==> src/hw/fts_pkg.sv <==
// fts_pkg: shared constants and types for the fault and throttle status bank
package fts_pkg;
  // ----------------------------------------
  // register map
  // ----------------------------------------
  localparam logic [7:0] FAULT_ADDR = 8'h4B;
  localparam logic [7:0] THROT_ADDR = 8'h4C;
  localparam logic [7:0] REG_RESET = 8'h00;
  // ----------------------------------------
  // fault register bit positions
  // ----------------------------------------
  localparam int FB_PAIR_1B = 0;
  localparam int FB_PAIR_2B = 1;
  localparam int FB_FUSE_A = 2;
  localparam int FB_FUSE_B = 3;
  localparam int FB_VCORE1 = 4;
  localparam int FB_VCORE2 = 5;
  localparam int FB_PAIR_1A = 6;
  localparam int FB_PAIR_2A = 7;
  // ----------------------------------------
  // throttle register bit positions
  // ----------------------------------------
  localparam int TB_ANY = 0;
  localparam int TB_LOW = 1;
  localparam int TB_SECOND = 2;
  localparam int TB_THIRD = 3;
  localparam int TB_FOURTH = 4;
  localparam int TB_HIGH = 5;
  localparam int TB_FULL = 6;
  localparam int TB_LIMIT = 7;
  // ----------------------------------------
  // throttle duty thresholds, in 1/256 of full scale
  // ----------------------------------------
  localparam logic [8:0] DUTY_12P5 = 9'h020;
  localparam logic [8:0] DUTY_25 = 9'h040;
  localparam logic [8:0] DUTY_50 = 9'h080;
  localparam logic [8:0] DUTY_75 = 9'h0C0;
  localparam logic [8:0] DUTY_FULL = 9'h100;
  // ----------------------------------------
  // carriers
  // ----------------------------------------
  typedef struct packed {
    logic pair_2a;
    logic pair_1a;
    logic pair_2b;
    logic pair_1b;
  } fts_diode_t;
  typedef struct packed {
    logic valid;
    logic [8:0] duty;
  } fts_duty_t;
  typedef struct packed {
    logic wr;
    logic rd;
    logic [7:0] addr;
    logic [7:0] wdata;
  } fts_req_t;
endpackage

==> src/hw/fts_status_bank.sv <==
// fts_status_bank: fault and cpu1 throttle sticky status registers
// What this block does
// set bit 0 on open or short fault of remote diode pair 1b.
// set bit 1 on open or short fault of remote diode pair 2b.
// set bit 6 on open or short fault of remote diode pair 1a.
// set bit 7 on open or short fault of remote diode pair 2a.
// set bits 2 and 3 on fuse sense inputs, only in regulator-10 mode.
// set bit 4 when cpu1 core voltage mismatches its requested code.
// set bit 5 when cpu2 core voltage mismatches the requested voltage.
// set throttle bit 1 for duty from 0 up to below 12.5 percent.
// set throttle bit 2 for duty from 12.5 up to below 25 percent.
// set throttle bit 3 for duty from 25 up to below 50 percent.
// set throttle bit 4 for duty from 50 up to below 75 percent.
// set throttle bit 7 when duty exceeds the programmed limit.
// only the over-limit flag feeds the host error summary.
// set throttle bit 0 for any throttling above zero percent.
// bit 5 for 75 to below 100 percent, bit 6 at full 100.
// flags stay set until host write clears them; reset to zero.
`timescale 1ns/1ps
module fts_status_bank (
  // clock and reset
  input wire logic core_clk,
  input wire logic rstn,
  // host register access
  input wire fts_pkg::fts_req_t host_req,
  output logic [7:0] host_rdata_q,
  // fault detectors
  input wire fts_pkg::fts_diode_t diode_fault,
  input wire logic fuse_sense_a,
  input wire logic fuse_sense_b,
  input wire logic vid_mode_regulator10,
  input wire logic cpu1_vcore_mismatch,
  input wire logic cpu2_vcore_mismatch,
  // throttle measurement
  input wire fts_pkg::fts_duty_t cpu1_duty,
  input wire logic [8:0] throttle_limit,
  // status outputs
  output logic [7:0] fault_status_q,
  output logic [7:0] throttle_status_q,
  output logic host_err_q
);
  // ----------------------------------------
  // decode
  // ----------------------------------------
  function automatic logic hit(input logic [7:0] a, input logic [7:0] reg_addr);
    return a == reg_addr;
  endfunction

  logic fault_clr;
  logic throt_clr;
  always_comb begin
    fault_clr = 1'b0;
    throt_clr = 1'b0;
    if (host_req.wr && hit(host_req.addr, fts_pkg::FAULT_ADDR)) begin
      fault_clr = 1'b1;
    end else if (host_req.wr && hit(host_req.addr, fts_pkg::THROT_ADDR)) begin
      throt_clr = 1'b1;
    end
  end

  // ----------------------------------------
  // fault event vector
  // ----------------------------------------
  logic [7:0] fault_set;
  always_comb begin
    fault_set = 8'h00;
    fault_set[fts_pkg::FB_PAIR_1B] = diode_fault.pair_1b;
    fault_set[fts_pkg::FB_PAIR_2B] = diode_fault.pair_2b;
    fault_set[fts_pkg::FB_PAIR_1A] = diode_fault.pair_1a;
    fault_set[fts_pkg::FB_PAIR_2A] = diode_fault.pair_2a;
    fault_set[fts_pkg::FB_FUSE_A] = fuse_sense_a && vid_mode_regulator10;
    fault_set[fts_pkg::FB_FUSE_B] = fuse_sense_b && vid_mode_regulator10;
    fault_set[fts_pkg::FB_VCORE1] = cpu1_vcore_mismatch;
    fault_set[fts_pkg::FB_VCORE2] = cpu2_vcore_mismatch;
  end

  // ----------------------------------------
  // throttle band classification
  // ----------------------------------------
  logic [7:0] throt_set;
  logic [8:0] d;
  always_comb begin
    d = cpu1_duty.duty;
    throt_set = 8'h00;
    if (cpu1_duty.valid) begin
      throt_set[fts_pkg::TB_ANY] = d != 9'h000;
      throt_set[fts_pkg::TB_LOW] = d < fts_pkg::DUTY_12P5;
      throt_set[fts_pkg::TB_SECOND] = d >= fts_pkg::DUTY_12P5 && d < fts_pkg::DUTY_25;
      throt_set[fts_pkg::TB_THIRD] = d >= fts_pkg::DUTY_25 && d < fts_pkg::DUTY_50;
      throt_set[fts_pkg::TB_FOURTH] = d >= fts_pkg::DUTY_50 && d < fts_pkg::DUTY_75;
      throt_set[fts_pkg::TB_HIGH] = d >= fts_pkg::DUTY_75 && d < fts_pkg::DUTY_FULL;
      throt_set[fts_pkg::TB_FULL] = d >= fts_pkg::DUTY_FULL;
      throt_set[fts_pkg::TB_LIMIT] = d > throttle_limit;
    end
  end

  // ----------------------------------------
  // sticky registers
  // ----------------------------------------
  fts_sticky_reg #(.WIDTH(8)) u_fault (
    .core_clk(core_clk),
    .rstn(rstn),
    .set_in(fault_set),
    .clr_en(fault_clr),
    .clr_mask(host_req.wdata),
    .flags_q(fault_status_q)
  );

  fts_sticky_reg #(.WIDTH(8)) u_throt (
    .core_clk(core_clk),
    .rstn(rstn),
    .set_in(throt_set),
    .clr_en(throt_clr),
    .clr_mask(host_req.wdata),
    .flags_q(throttle_status_q)
  );

  // ----------------------------------------
  // host error summary
  // ----------------------------------------
  always_ff @(posedge core_clk or negedge rstn) begin
    if (!rstn) begin
      host_err_q <= 1'b0;
    end else begin
      host_err_q <= throttle_status_q[fts_pkg::TB_LIMIT];
    end
  end

  // ----------------------------------------
  // read data
  // ----------------------------------------
  always_ff @(posedge core_clk or negedge rstn) begin
    if (!rstn) begin
      host_rdata_q <= fts_pkg::REG_RESET;
    end else if (host_req.rd && hit(host_req.addr, fts_pkg::FAULT_ADDR)) begin
      host_rdata_q <= fault_status_q;
    end else if (host_req.rd && hit(host_req.addr, fts_pkg::THROT_ADDR)) begin
      host_rdata_q <= throttle_status_q;
    end else if (host_req.rd) begin
      host_rdata_q <= 8'h00;
    end
  end

  // ----------------------------------------
  // fault checks
  // ----------------------------------------
  a_pair_1b_set: assert property (@(posedge core_clk) disable iff (!rstn)
    diode_fault.pair_1b |=> fault_status_q[fts_pkg::FB_PAIR_1B]) else $error("pair 1b flag");
  a_pair_2b_set: assert property (@(posedge core_clk) disable iff (!rstn)
    diode_fault.pair_2b |=> fault_status_q[fts_pkg::FB_PAIR_2B]) else $error("pair 2b flag");
  a_pair_1a_set: assert property (@(posedge core_clk) disable iff (!rstn)
    diode_fault.pair_1a |=> fault_status_q[fts_pkg::FB_PAIR_1A]) else $error("pair 1a flag");
  a_pair_2a_set: assert property (@(posedge core_clk) disable iff (!rstn)
    diode_fault.pair_2a |=> fault_status_q[fts_pkg::FB_PAIR_2A]) else $error("pair 2a flag");
  a_fuse_gated: assert property (@(posedge core_clk) disable iff (!rstn)
    !vid_mode_regulator10 && !fault_status_q[fts_pkg::FB_FUSE_A]
    |=> !fault_status_q[fts_pkg::FB_FUSE_A]) else $error("fuse flag set outside mode");
  a_fuse_a_set: assert property (@(posedge core_clk) disable iff (!rstn)
    vid_mode_regulator10 && fuse_sense_a |=> fault_status_q[fts_pkg::FB_FUSE_A])
    else $error("fuse a flag");
  a_fuse_b_set: assert property (@(posedge core_clk) disable iff (!rstn)
    vid_mode_regulator10 && fuse_sense_b |=> fault_status_q[fts_pkg::FB_FUSE_B])
    else $error("fuse b flag");
  a_vcore1_set: assert property (@(posedge core_clk) disable iff (!rstn)
    cpu1_vcore_mismatch |=> fault_status_q[fts_pkg::FB_VCORE1]) else $error("vcore1 flag");
  a_vcore2_set: assert property (@(posedge core_clk) disable iff (!rstn)
    cpu2_vcore_mismatch |=> fault_status_q[fts_pkg::FB_VCORE2]) else $error("vcore2 flag");
  // ----------------------------------------
  // throttle checks
  // ----------------------------------------
  a_band_low: assert property (@(posedge core_clk) disable iff (!rstn)
    cpu1_duty.valid && cpu1_duty.duty < fts_pkg::DUTY_12P5
    |=> throttle_status_q[fts_pkg::TB_LOW]) else $error("low band flag");
  a_band_third: assert property (@(posedge core_clk) disable iff (!rstn)
    cpu1_duty.valid && cpu1_duty.duty == fts_pkg::DUTY_25
    |=> throttle_status_q[fts_pkg::TB_THIRD]) else $error("third band flag");
  a_band_second: assert property (@(posedge core_clk) disable iff (!rstn)
    cpu1_duty.valid && cpu1_duty.duty >= fts_pkg::DUTY_12P5
    && cpu1_duty.duty < fts_pkg::DUTY_25 |=> throttle_status_q[fts_pkg::TB_SECOND])
    else $error("second band flag");
  a_band_fourth: assert property (@(posedge core_clk) disable iff (!rstn)
    cpu1_duty.valid && cpu1_duty.duty >= fts_pkg::DUTY_50
    && cpu1_duty.duty < fts_pkg::DUTY_75 |=> throttle_status_q[fts_pkg::TB_FOURTH])
    else $error("fourth band flag");
  a_band_high: assert property (@(posedge core_clk) disable iff (!rstn)
    cpu1_duty.valid && cpu1_duty.duty >= fts_pkg::DUTY_75
    && cpu1_duty.duty < fts_pkg::DUTY_FULL |=> throttle_status_q[fts_pkg::TB_HIGH])
    else $error("high band flag");
  a_band_full: assert property (@(posedge core_clk) disable iff (!rstn)
    cpu1_duty.valid && cpu1_duty.duty >= fts_pkg::DUTY_FULL
    |=> throttle_status_q[fts_pkg::TB_FULL]) else $error("full throttle flag");
  a_any_set: assert property (@(posedge core_clk) disable iff (!rstn)
    cpu1_duty.valid && cpu1_duty.duty != 9'h000
    |=> throttle_status_q[fts_pkg::TB_ANY]) else $error("any throttle flag");
  a_limit_set: assert property (@(posedge core_clk) disable iff (!rstn)
    cpu1_duty.valid && cpu1_duty.duty > throttle_limit
    |=> throttle_status_q[fts_pkg::TB_LIMIT]) else $error("limit flag");
  a_limit_summary: assert property (@(posedge core_clk) disable iff (!rstn)
    cpu1_duty.valid && cpu1_duty.duty > throttle_limit |=> ##1 host_err_q)
    else $error("summary not raised");
  a_summary_only: assert property (@(posedge core_clk) disable iff (!rstn)
    host_err_q == $past(throttle_status_q[fts_pkg::TB_LIMIT]))
    else $error("summary differs from limit flag");
  // ----------------------------------------
  // host access checks
  // ----------------------------------------
  a_sticky_hold: assert property (@(posedge core_clk) disable iff (!rstn)
    fault_status_q[fts_pkg::FB_PAIR_1B] && !fault_clr |=> fault_status_q[fts_pkg::FB_PAIR_1B])
    else $error("flag lost without clear");
  a_clear_pair: assert property (@(posedge core_clk) disable iff (!rstn)
    fault_clr && host_req.wdata[fts_pkg::FB_PAIR_1B] && !diode_fault.pair_1b
    |=> !fault_status_q[fts_pkg::FB_PAIR_1B]) else $error("flag not cleared");
  a_read_fault: assert property (@(posedge core_clk) disable iff (!rstn)
    host_req.rd && host_req.addr == fts_pkg::FAULT_ADDR
    |=> host_rdata_q == $past(fault_status_q)) else $error("fault read data");
  // ----------------------------------------
  // coverage
  // ----------------------------------------
  c_fault_clear: cover property (@(posedge core_clk) disable iff (!rstn)
    fault_status_q != 8'h00 && fault_clr ##1 fault_status_q == 8'h00);
  c_full_throttle: cover property (@(posedge core_clk) disable iff (!rstn)
    throttle_status_q[fts_pkg::TB_FULL]);
  c_host_err: cover property (@(posedge core_clk) disable iff (!rstn) host_err_q);
  c_fuse_set: cover property (@(posedge core_clk) disable iff (!rstn)
    vid_mode_regulator10 && fuse_sense_a);
  c_set_beats_clear: cover property (@(posedge core_clk) disable iff (!rstn)
    fault_clr && host_req.wdata[fts_pkg::FB_PAIR_1B] && diode_fault.pair_1b);
endmodule

==> src/hw/fts_sticky_reg.sv <==
// fts_sticky_reg: eight write-one-to-clear sticky flags
`timescale 1ns/1ps
module fts_sticky_reg #(
  parameter int WIDTH = 8
) (
  // clock and reset
  input wire logic core_clk,
  input wire logic rstn,
  // events and clear
  input wire logic [WIDTH-1:0] set_in,
  input wire logic clr_en,
  input wire logic [WIDTH-1:0] clr_mask,
  // state
  output logic [WIDTH-1:0] flags_q
);
  // ----------------------------------------
  // per-bit sticky flag, set wins over clear
  // ----------------------------------------
  for (genvar i = 0; i < WIDTH; i++) begin : g_bit
    always_ff @(posedge core_clk or negedge rstn) begin
      if (!rstn) begin
        flags_q[i] <= 1'b0;
      end else if (set_in[i]) begin
        flags_q[i] <= 1'b1;
      end else if (clr_en && clr_mask[i]) begin
        flags_q[i] <= 1'b0;
      end
    end
  end
endmodule

==> config.mk <==
export PLATFORM = sky130hd
export DESIGN_NAME = fts_status_bank
export DESIGN_NICKNAME = d
export VERILOG_FILES = /design/src/hw/fts_pkg.sv /design/src/hw/fts_status_bank.sv /design/src/hw/fts_sticky_reg.sv
export SDC_FILE = /design/constraint.sdc
export NUM_CORES = 1
export LEC_CHECK = 0
export BUFFER_PORTS_ARGS = -buffer_cell sky130_fd_sc_hd__buf_2
export CAP_MARGIN = 20
export CORE_MARGIN = 2
export CORE_UTILIZATION = 42
export CTS_BUF_LIST = sky130_fd_sc_hd__clkbuf_8
export CTS_CLUSTER_DIAMETER = 40
export DETAILED_ROUTE_END_ITERATION = 10
export HOLD_SLACK_MARGIN = 0.08
export PLACE_DENSITY_LB_ADDON = 0.2
export SYNTH_ARGS = -nofsm -noshare
export SYNTH_HDL_FRONTEND = slang
export SYNTH_HIERARCHICAL = 1
export SYNTH_SLANG_ARGS = --single-unit
==> constraint.sdc <==
create_clock -name core_clk -period 0.9 [get_ports core_clk]
set_input_delay 0 -clock core_clk [delete_from_list [all_inputs] [get_ports core_clk]]
set_output_delay 0 -clock core_clk [all_outputs]
set_load 0.05 [all_outputs]
* Word-level counts from Yosys, hierarchy flattened
Cells that the tools add are included.
** Word-level totals
- Input port bits :: 48
- Logic and storage cells :: 114
- Flip-flop bits (word level) :: 25
- Output and inout port bits :: 25
** Cells by class
- Multiplexer cells :: 39
- Equal/unequal tests :: 2
- Order comparisons :: 11
- Reductions and logical operators :: 44
** Operator list (number)
- two-way mux 1 bit :: 35
- two-way mux 8 bit :: 4
- nonzero test 2 bit :: 16
- logical AND 1 bit :: 26
- greater-or-equal comparator 9 x 8 -> 1 bit, second input constant :: 2
- < comparator 9 x 8 -> 1 bit, second input constant :: 2
- equality test 8 x 7 -> 1 bit, second input constant :: 2
- greater-or-equal comparator 9 x 6 -> 1 bit, second input constant :: 1
- greater-or-equal comparator 9 x 7 -> 1 bit, second input constant :: 1
- greater-or-equal comparator 9 bit, second input constant :: 1
- > comparator 9 bit :: 1
- < comparator 9 x 6 -> 1 bit, second input constant :: 1
- < comparator 9 x 7 -> 1 bit, second input constant :: 1
- < comparator 9 bit, second input constant :: 1
- nonzero test 9 bit :: 1
- nonzero test 3 bit :: 1

* Longest topological paths before layout
Gate-level depths: netlist of run 1.
- Depth in word-level cells :: 7
- Gate-level depth with buffers :: 7

* Hierarchy
The synthesis of run 1 kept the hierarchy.
** Modules (own cells, without submodules)
- fts_status_bank :: instances 1, cells each 80, area an instance 788.3 um^2
- fts_sticky_reg :: instances 2, cells each 25, area an instance 297.8 um^2

* Worst setup path before layout of run 1
OpenSTA, ideal clock, no wires.
- Kind :: in2reg
- Start point :: in throttle_limit[4]
- End point :: reg u_throt.flags_q[7]
- Stages :: 7
- Data required time :: 0.835 ns
- Buffers on the path :: 0
- Path slack :: -0.303 ns
- Data arrival time :: 1.138 ns
- Library setup time :: 0.065 ns
- Cell sequence :: inv_1 > ha_1 > nand2_1 > o21ai_1 > or3b_1 > a221oi_2 > a21o_1
** On the way
- Word-level cells in the longest chain between the ends :: 3
- Elaborated cells between the ends (all ways) :: 4
- Classes of those cells :: order compare: 1; mux: 2; reduce/logical: 1
** Ends and longest elaborated chain
- start: declaration :: line fts_status_bank.sv:36 : input wire logic [8:0] throttle_limit,
- > comparator 9 bit (*) :: line fts_status_bank.sv:93 : throt_set[fts_pkg::TB_LIMIT] = d > throttle_limit;
- two-way mux 8 bit (*) :: line fts_status_bank.sv:85 : if (cpu1_duty.valid) begin
- via throt_set[7] :: line fts_status_bank.sv:80 : logic [7:0] throt_set;
- two-way mux 1 bit or nonzero test 2 bit (tied branches)
- end signal: indexed assignment :: line fts_sticky_reg.sv:22 : flags_q[i] <= 1'b0;
- end signal: indexed assignment :: line fts_sticky_reg.sv:24 : flags_q[i] <= 1'b1;
- end signal: indexed assignment :: line fts_sticky_reg.sv:26 : flags_q[i] <= 1'b0;
- end: declaration :: line fts_sticky_reg.sv:14 : output logic [WIDTH-1:0] flags_q
The timed path passes the listed nets; every way through them passes the cells marked *.
A chain may end at the register's enable or synchronous reset.

* Worst setup path after layout of run 1
- Start point :: in throttle_limit[2]
- End point :: reg u_throt.flags_q[7]
The elaborated chain is that of the path after synthesis.

==> flow_metrics.py, run 1 <==
metrics = {
    "status": {
        "outcome": "finished, violations left",
        "violations": "setup timing",
    },
    "worst_setup_path": {
        "worstPathMaxFanout": 2,
        "worstSetupPathType": "primary input to flop",
        "path_cells": "buf_8 > inv_12 > ha_4 > a21oi_2 > o21ai_1 > or3b_1 > a221oi_2 > a21o_1",
        "crit_arrival_ps": 1260,
        "cp.depth": 8,
        "cp_slowest_cell": "or3b_1",
        "crit_family": "compound AO/OA/AOI/OAI gates",
        "cp-end-kind": "flop",
        "reg2reg_depth": 2,
        "cpPeakStageDelay_ps": 380,
        "critPathRequiredTime_ps": 1110,
        "cp-start-kind": "primary input",
        "path_buf_inv": 2,
    },
    "synthesis": {
        "synth_top_cell_by_area": "dfrtp_1",
        "ys_seq_area_frac": 0.452,
        "synth.top_cell.area_share": 0.452,
        "yosysUniqueCellTypes": 29,
        "ys_seq_elements": 25,
        "syn_area_mm2": 0.00138,
        "synth_warnings": 6,
        "synthCells": 130,
        "ys.flop_type": "dfrtp_1",
        "syn_nets": 187,
        "syn_area_per_cell_um2": 10.6,
        "async_reset_ff_frac": 1.00,
        "synth_edf_count": 0,
        "synth.area.top_cells": "dfrtp_1 (45%), a21o_1 (9.2%), ha_1 (8.1%), a221o_1 (5.8%), and2b_4 (5.1%)",
    },
    "sta": {
        "fin_ws_ps": -158,
        "post-route-period-util": 1.18,
        "period_minus_slack_ps": 1060,
        "fmax_mhz": 945,
        "rsz0062_at_grt": "true",
        "max_slew_margin": 0.632,
        "worst_clock_skew_ps": 4.47,
        "slew_viol_final": 0,
        "tightest_slew_ps": 553,
        "hold_violations": 0,
        "hold-worst-slack_ps": 90.1,
        "setup_viol": 22,
    },
    "clocking": {
        "cts_sinks": 25,
        "h-tree-depth": 1,
        "numCtsBuffers": 3,
        "worst_skew_pair.late_latency_ps": 260,
        "cts_tree": "done",
        "cts_root_buffer": "clkbuf_8",
        "clkTransAtPathRegs_ps": 90,
        "cts_buffer_depth": 2,
    },
    "floorplan": {
        "die_w_um": 61.4,
        "ioPinCount": 73,
        "fp.dieArea_mm2": 0.00377,
        "initial_core_util": 0.446,
        "core_mm2": 0.00310,
        "die_h_um": 61.4,
        "rows": 20,
    },
    "grt": {
        "grt_pass1_wl_um": 6420,
        "grt_pass1_vias": 1469,
        "grt_busiest_layer": "met2",
        "track_usage": 0.234,
        "grtUsageMet1": 0.243,
        "grt_max_degree": 26,
        "grt-ovfl-total": 0,
        "antenna_found_initial": 0,
        "use_met3": 0.0189,
        "met2_usage": 0.483,
    },
    "run": {
        "maxCapViolCount": 0,
    },
    "placement": {
        "hpwl_um": 3010,
        "numPortBuffers": 72,
        "gp_congestion": 0.765,
        "dp_slack_ps": -473,
    },
    "worst_hold_path": {
        "hold_class": "primary input to flop",
        "holdPathStages": 3,
    },
    "power": {
        "p_per_area_mw_per_mm2": 1010,
        "total_power_uw": 2550,
        "vdd.ir_drop.worst_uv": 503,
        "total_leakage_power_uw": 0.00111,
    },
    "drt": {
        "ant_nets": 0,
        "vias_per_cell": 5.17,
        "vias": 1483,
        "drtPass1Iterations": 4,
        "wl_per_cell_um": 15.6,
        "drtIter0Drc": 81,
        "drt-total-wl_um": 4490,
        "drc": 0,
    },
    "layout": {
        "nets": 301,
        "area.growth.synth_to_final_pct": 81.7,
        "n_antenna_cell": 0,
        "drive_gt1_frac": 0.617,
        "n_fill_cell": 211,
    },
}
final timing paths:
path | start | to | slack, ps
setup / recovery | throttle_limit[2] | u_throt/flags_q[7] | -160
hold / removal | cpu1_duty[9] | u_throt/flags_q[6] | 90
setup reg to reg | host_rdata_q[0] | host_rdata_q[0] | -70
hold reg to reg | u_fault/flags_q[7] | u_fault/flags_q[7] | 520
max in group asynchronous | rstn | host_rdata_q[3] | 240
min in group asynchronous | rstn | u_fault/flags_q[5] | 250
cell families (layout without fill, tap and decap cells):
| group | Yosys count | in the layout | share of synthesized area |
|---|---|---|---|
| AND/OR/NAND/NOR | 52 | 52 | 0.241 |
| AO/OA/AOI/OAI | 31 | 31 | 0.184 |
| flip-flops | 25 | 25 | 0.452 |
| buffers and inverters | 13 | 126 | 0.0407 |
| adder cells (fa/ha/maj) | 9 | 9 | 0.0814 |
power breakdown:
part / leakage, uW / internal [uW] / switching [uW]
combinational: 0.000836 / 368 / 363
sequential: 0.000251 / 1150 / 30.0
clock: 0.0000255 / 308 / 330
total: 0.00111 / 1830 / 723
what timing repair did:
action	4_1_cts	5_1_grt
hold endpoints to repair	41	0
setup endpoints to repair	41	34
resized for setup	44	27
pin swaps	22	30
setup buffers	3	2
hold buffers	18	0
layer usage:
layer	wire length, um	part of all wire
met1	1630	0.36
met2	2530	0.56
met3	222	0.049
met4	104	0.023
met5	0	0
Yosys cell counts, drive strengths merged (3+ instances only):
cell and number:
and2b 8, a21o 17, and2 3, nor2 7, dfrtp 25, a221o 8
inv 11, nand2 18, ha 9, nand3 4
area by class of cell:
type                       count  area (um^2)  share of cell area
clock buffer                   3         41.3              0.0164
timing repair buffer         111          846               0.336
multi-input combinational     92          873               0.347
sequential                    25          636               0.253
tap                           44         55.1              0.0219
clock inverter                 1         5.00             0.00199
inverter                      11         58.8              0.0234
placed cells by master, fill, tap and decap left out, types with 4 or more instances in the layout:
cell	Yosys	final
and2b_4	7	7
dfrtp_1	25	17
buf_6	0	12
buf_8	0	4
dlygate4sd3_1	0	18
dfrtp_2	0	8
inv_1	11	8
a21o_1	17	17
ha_4	0	6
buf_4	2	33
a221o_1	8	8
nand2_2	0	16
buf_2	0	43
sequential cells by signal, summed over array words and instances (netlist names):
register         count
host_err_q           1
u_fault/flags_q      8
u_throt/flags_q      8
host_rdata_q         8
per-stage QoR:
step           setup TNS [ps]  utilization  instance area (um^2)  std cells
3_5_place_dp            -6770        0.650                  2020        260
3_3_place_gp            -5330        0.650                  2020        260
6_report                 -714        0.810                  2510        287
4_1_cts                  -460        0.775                  2400        285
5_1_grt                 -1440        0.810                  2510        287
2_1_floorplan           -2290            -                  1500        130
worst reg2reg max path, cell delays in order (launching register included):
cell	delay, ps
dfrtp_2	410
and2b_2	190
a221o_1	260
(Power assumes the default switching activity.)
==> run 2, diff against run 1 <==
--- a/config.mk
+++ b/config.mk
@@ -7,7 +7,7 @@
 export LEC_CHECK = 0
 export BUFFER_PORTS_ARGS = -buffer_cell sky130_fd_sc_hd__buf_2
 export CAP_MARGIN = 20
-export CORE_MARGIN = 2
+export CORE_MARGIN = 4
 export CORE_UTILIZATION = 42
 export CTS_BUF_LIST = sky130_fd_sc_hd__clkbuf_8
 export CTS_CLUSTER_DIAMETER = 40
==> run 2 against run 1 <==
Compared with the run above: the run still ends with setup timing left; sequential power about the same; fmax increased by 1.5%; global-route usage decreased by 3.2 points; final cell count unchanged; clock power increased by 3%; clock skew increased by 1.6 ps; combinational power decreased by 2%; largest cell class is now buffers; non-clock buffer count unchanged; utilization increased by 0.28 points; via count decreased by 2.0%; first-iteration DRC count decreased by 37%; largest power group unchanged.
==> flow_metrics.py, run 2 (synthesis gave the netlist of run 1 again) <==
metrics = {
    "run": {
        "maxCapViolCount": 0,
    },
    "sta": {
        "slew_viol_final": 0,
        "rsz0062_at_grt": "true",
        "max_slew_margin": 0.645,
        "fmax_mhz": 959,
        "tightest_slew_ps": 533,
        "post-route-period-util": 1.16,
        "worst_clock_skew_ps": 6.10,
        "setup_viol": 23,
        "fin_ws_ps": -142,
        "period_minus_slack_ps": 1040,
        "hold_violations": 0,
    },
    "drt": {
        "vias": 1454,
        "wl_per_cell_um": 15.8,
        "vias_per_cell": 5.07,
        "drt-total-wl_um": 4530,
        "drtIter0Drc": 51,
        "drc": 0,
        "ant_nets": 0,
        "drtPass1Iterations": 4,
    },
    "worst_setup_path": {
        "crit_arrival_ps": 1260,
        "path_cells": "buf_6 > ha_4 > nand2_2 > o21ai_1 > or3b_1 > a221oi_2 > a21o_1",
        "worstSetupPathType": "primary input to flop",
        "cp-start-kind": "primary input",
        "crit_family": "compound AO/OA/AOI/OAI gates",
        "cp_slowest_cell": "or3b_1",
        "path_buf_inv": 1,
        "cpPeakStageDelay_ps": 370,
        "reg2reg_depth": 2,
        "critPathRequiredTime_ps": 1110,
        "worstPathMaxFanout": 2,
        "cp-end-kind": "flop",
        "regToRegSetupSlack_ps": -70,
        "r2r-end": "host_rdata_q[5]",
        "r2r_start": "host_rdata_q[5]",
    },
    "power": {
        "p_sw_uw": 723,
        "seq_power_share": 0.464,
        "clkPwrFrac": 0.257,
        "p_per_area_mw_per_mm2": 1010,
        "p_int_uw": 1830,
        "total_leakage_power_uw": 0.00112,
        "vdd.ir_drop.worst_uv": 583,
        "combinationalPowerShare": 0.280,
        "switching_share": 0.283,
    },
    "floorplan": {
        "die_w_um": 65.4,
        "fp.dieArea_mm2": 0.00428,
        "initial_core_util": 0.446,
        "die_h_um": 65.4,
        "ioPinCount": 73,
        "rows": 20,
        "core_mm2": 0.00310,
    },
    "clocking": {
        "numCtsBuffers": 3,
        "cts_tree": "done",
        "cts_root_buffer": "clkbuf_8",
        "h-tree-depth": 1,
        "clkTransAtPathRegs_ps": 90,
        "worst_skew_pair.late_latency_ps": 260,
        "cts_sinks": 25,
        "cts_buffer_depth": 2,
    },
    "grt": {
        "grt_max_degree": 26,
        "antenna_found_initial": 0,
        "grt_pass1_vias": 1519,
        "grt_pass1_wl_um": 6720,
        "track_usage": 0.201,
        "grt-ovfl-total": 0,
    },
    "placement": {
        "placed_cell_area_mm2": 0.00202,
        "dp_slack_ps": -502,
        "hpwl_um": 3120,
        "gp_congestion": 0.747,
        "numPortBuffers": 72,
    },
    "worst_hold_path": {
        "holdPathStages": 4,
        "hold_end": "u_throt/flags_q[7]",
        "min-delay-start": "cpu1_duty[9]",
        "hold_class": "primary input to flop",
    },
    "layout": {
        "drive_gt1_frac": 0.597,
        "final_common_cell": "buf_2",
        "area.growth.synth_to_final_pct": 82.4,
        "nets": 301,
        "n_antenna_cell": 0,
        "final_util": 0.813,
        "layout_common_cells": "buf_2 (40), buf_6 (26), buf_4 (22), dlygate4sd3_1 (19)",
        "final_area_mm2": 0.00252,
        "reg.largest.list": "host_rdata_q x8, u_fault/flags_q x8, u_throt/flags_q x8",
    },
    "status": {
        "outcome": "finished, violations left",
        "violations": "setup timing",
    },
}
run 2: power by group through the flow:
stage | Clock, uW | Sequential [uW] | Combinational (uW)
6_report | 657 | 1180 | 714
5_1_grt | 723 | 1190 | 765
4_1_cts | 691 | 1180 | 676
3_5_place_dp | 0 | 1200 | 573
3_3_place_gp | 0 | 1200 | 544
2_1_floorplan | 0 | 1310 | 179
run 2: worst max path at each step:
stage	cells past startpoint	start	slack (ps)	end
after floorplan	7	throttle_limit[2]	-230	u_throt/flags_q[7]
final	7	cpu1_duty[4]	-140	u_throt/flags_q[7]
after global placement	8	throttle_limit[2]	-460	u_throt/flags_q[7]
after detailed placement	8	throttle_limit[2]	-500	u_throt/flags_q[7]
after global routing	8	throttle_limit[2]	-190	u_throt/flags_q[7]
after CTS	8	throttle_limit[2]	-150	u_throt/flags_q[7]
run 2: layout make-up:
cell class                 instances  area, um^2
timing repair buffer             111         901
multi-input combinational         92         825
sequential                        25         636
fill                             206         579
inverter                          11        58.8
tap                               44        55.1
clock buffer                       3        41.3
clock inverter                     1        7.51
run 2: through the flow:
step | power [uW] | setup TNS [ps] | hold slack, ps | cells
after floorplan | 1480 | -2290 | -296 | 130
after global placement | 1740 | -5330 | 8.45 | 260
after detailed placement | 1770 | -6010 | 22.7 | 260
after CTS | 2550 | -481 | 153 | 284
after global routing | 2670 | -2060 | 176 | 287
final | 2560 | -756 | 161 | 287
run 2: worst reg2reg max path, cell delays in order, from the launching register on:
cell     delay, ps
dfrtp_2        420
and2b_4        160
a221o_1        270
run 2: repair_timing:
item | in CTS | in global routing
gates resized for setup | 36 | 43
pin swaps | 10 | 27
cloned | 0 | 0
hold buffers | 19 | 0
setup buffers | 1 | 3
endpoints found under the hold margin | 41 | 0
setup endpoints to repair | 30 | 47
run 2: per-layer routing:
metal	share of wire	vias up	GRT usage
met3	0.061	6	0.0393
met4	0.016	0	0.0622
li1	-	690	-
met5	0	-	0
met2	0.55	57	0.372
met1	0.38	701	0.232
==> run 3, diff against run 2 <==
--- a/config.mk
+++ b/config.mk
@@ -6,7 +6,7 @@
 export NUM_CORES = 1
 export LEC_CHECK = 0
 export BUFFER_PORTS_ARGS = -buffer_cell sky130_fd_sc_hd__buf_2
-export CAP_MARGIN = 20
+export CAP_MARGIN = 10
 export CORE_MARGIN = 4
 export CORE_UTILIZATION = 42
 export CTS_BUF_LIST = sky130_fd_sc_hd__clkbuf_8
@@ -14,6 +14,7 @@
 export DETAILED_ROUTE_END_ITERATION = 10
 export HOLD_SLACK_MARGIN = 0.08
 export PLACE_DENSITY_LB_ADDON = 0.2
+export REMOVE_ABC_BUFFERS = 1
 export SYNTH_ARGS = -nofsm -noshare
 export SYNTH_HDL_FRONTEND = slang
 export SYNTH_HIERARCHICAL = 1
==> run 3 against run 2 <==
Compared with the run above: the run still ends with setup timing left; final cell count decreased by 0.35%; hold slack got worse by 64 ps; flip-flop and latch count unchanged; setup slack got worse by 29 ps; die area unchanged.
==> flow_metrics.py, run 3 (synthesis gave the netlist of run 1 again) <==
metrics = {
    "clocking": {
        "cts_tree": "done",
        "worst_skew_pair.late_latency_ps": 260,
        "clkTransAtPathRegs_ps": 90,
        "cts_buffer_depth": 2,
        "h-tree-depth": 1,
        "numCtsBuffers": 3,
        "cts_sinks": 25,
        "cts_root_buffer": "clkbuf_8",
    },
    "worst_hold_path": {
        "hold_class": "primary input to flop",
        "min-delay-start": "cpu1_duty[9]",
    },
    "layout": {
        "layout_common_cells": "buf_2 (41), dfrtp_1 (25), buf_4 (24), buf_6 (20), dlygate4sd3_1 (18)",
        "final_cells": 286,
        "drive_gt1_frac": 0.574,
        "nets": 300,
        "multi_input_area_um2": 841,
        "regArea_um2": 626,
        "final_util": 0.795,
        "final_common_cell": "buf_2",
        "n_fill_cell": 221,
        "n_antenna_cell": 0,
        "reg.largest.list": "host_rdata_q x8, u_fault/flags_q x8, u_throt/flags_q x8",
        "area.growth.synth_to_final_pct": 78.3,
    },
    "worst_setup_path": {
        "worstSetupPathType": "primary input to flop",
        "r2r-end": "host_rdata_q[6]",
        "cpPeakStageDelay_ps": 390,
        "cp-end-kind": "flop",
        "crit_arrival_ps": 1280,
        "cp_slowest_cell": "or3b_1",
        "crit_family": "simple AND/OR/NAND/NOR gates",
        "critical_path.startpoint": "cpu1_duty[7]",
        "cp-endpoint": "u_throt/flags_q[7]",
        "cp-start-kind": "primary input",
        "path_buf_inv": 1,
        "regToRegSetupSlack_ps": -70,
        "critPathRequiredTime_ps": 1110,
        "cp.depth": 6,
        "worstPathMaxFanout": 2,
        "path_cells": "buf_2 > ha_1 > nand3_2 > or3b_1 > a221oi_2 > a21o_1",
        "reg2reg_depth": 2,
        "r2r_start": "host_rdata_q[6]",
    },
    "floorplan": {
        "fp.dieArea_mm2": 0.00428,
        "initial_core_util": 0.446,
        "rows": 20,
        "ioPinCount": 73,
        "core_mm2": 0.00310,
        "die_w_um": 65.4,
        "die_h_um": 65.4,
    },
    "sta": {
        "worst_clock_skew_ps": 1.57,
        "period_minus_slack_ps": 1070,
        "rsz0062_at_grt": "true",
        "setup_viol": 25,
        "tightest_slew_ps": 544,
        "fmax_mhz": 934,
        "hold_violations": 0,
        "post-route-period-util": 1.19,
        "slew_viol_final": 0,
        "fin_ws_ps": -171,
        "max_slew_margin": 0.637,
    },
    "drt": {
        "drtPass1Iterations": 4,
        "vias_per_cell": 5.08,
        "drc": 0,
        "wl_per_cell_um": 16.3,
        "drtIter0Drc": 86,
        "drt-total-wl_um": 4650,
        "vias": 1452,
        "ant_nets": 0,
    },
    "power": {
        "total_leakage_power_uw": 0.00112,
        "vdd.ir_drop.worst_uv": 573,
        "p_per_area_mw_per_mm2": 1030,
        "total_power_uw": 2530,
    },
    "grt": {
        "track_usage": 0.209,
        "grt-ovfl-total": 0,
        "antenna_found_initial": 0,
        "grt_max_degree": 26,
        "grt_pass1_wl_um": 6950,
        "grt_pass1_vias": 1512,
    },
    "placement": {
        "numPortBuffers": 72,
        "hpwl_um": 2990,
        "gp_congestion": 0.805,
        "dpl.cell_count": 257,
        "dp_slack_ps": -493,
    },
    "status": {
        "violations": "setup timing",
        "outcome": "finished, violations left",
    },
    "run": {
        "maxCapViolCount": 0,
    },
}
## run 3: how the worst min path moves through the flow
stage	depth (start not counted)	endpoint	slack (ps)
after floorplan	0	host_err_q	-300
after global placement	1	host_rdata_q[3]	9
after detailed placement	1	host_rdata_q[3]	20
after CTS	3	u_throt/flags_q[6]	90
after global routing	3	u_throt/flags_q[6]	110
final	3	u_throt/flags_q[6]	100
## run 3: per-layer routing
metal | global-route usage | share of wire | up-vias
li1 | - | - | 688
met1 | 0.240 | 0.37 | 700
met2 | 0.412 | 0.56 | 60
met3 | 0.0205 | 0.056 | 4
met4 | 0.0466 | 0.012 | 0
met5 | 0 | 0 | -
## run 3: metrics by stage
stage	cell area [um^2]	hold WS, ps	setup TNS (ps)
floorplan	1370	-296	-5090
global placement	1880	8.55	-6050
detailed placement	1880	20.2	-6590
CTS	2310	92.7	-314
global route	2470	105	-2710
finish	2470	97.1	-759
## run 3: repair_timing
action,4_1_cts,5_1_grt
cloned,0,0
hold buffers,18,0
gates resized for setup,44,42
pin swaps,10,35
hold endpoints to repair,41,0
buffers inserted,4,3
endpoints found under the setup margin,35,44
## run 3: cell type report
type / instances / share of cell area
clock buffers: 3 / 0.0167
well taps: 44 / 0.0223
repair buffers: 110 / 0.348
clock inverters: 1 / 0.00203
multi-input cells: 92 / 0.341
inverters: 11 / 0.0167
flip-flops and latches: 25 / 0.254
## run 3: power breakdown
group          switching (uW)  internal, uW
sequential               31.6          1150
combinational             345           350
clock                     343           309
total                     720          1810
## run 3: worst reg2reg max path, stage by stage (launching register included)
cell and delay, ps:
dfrtp_1 390, and2b_4 170, a221o_1 290
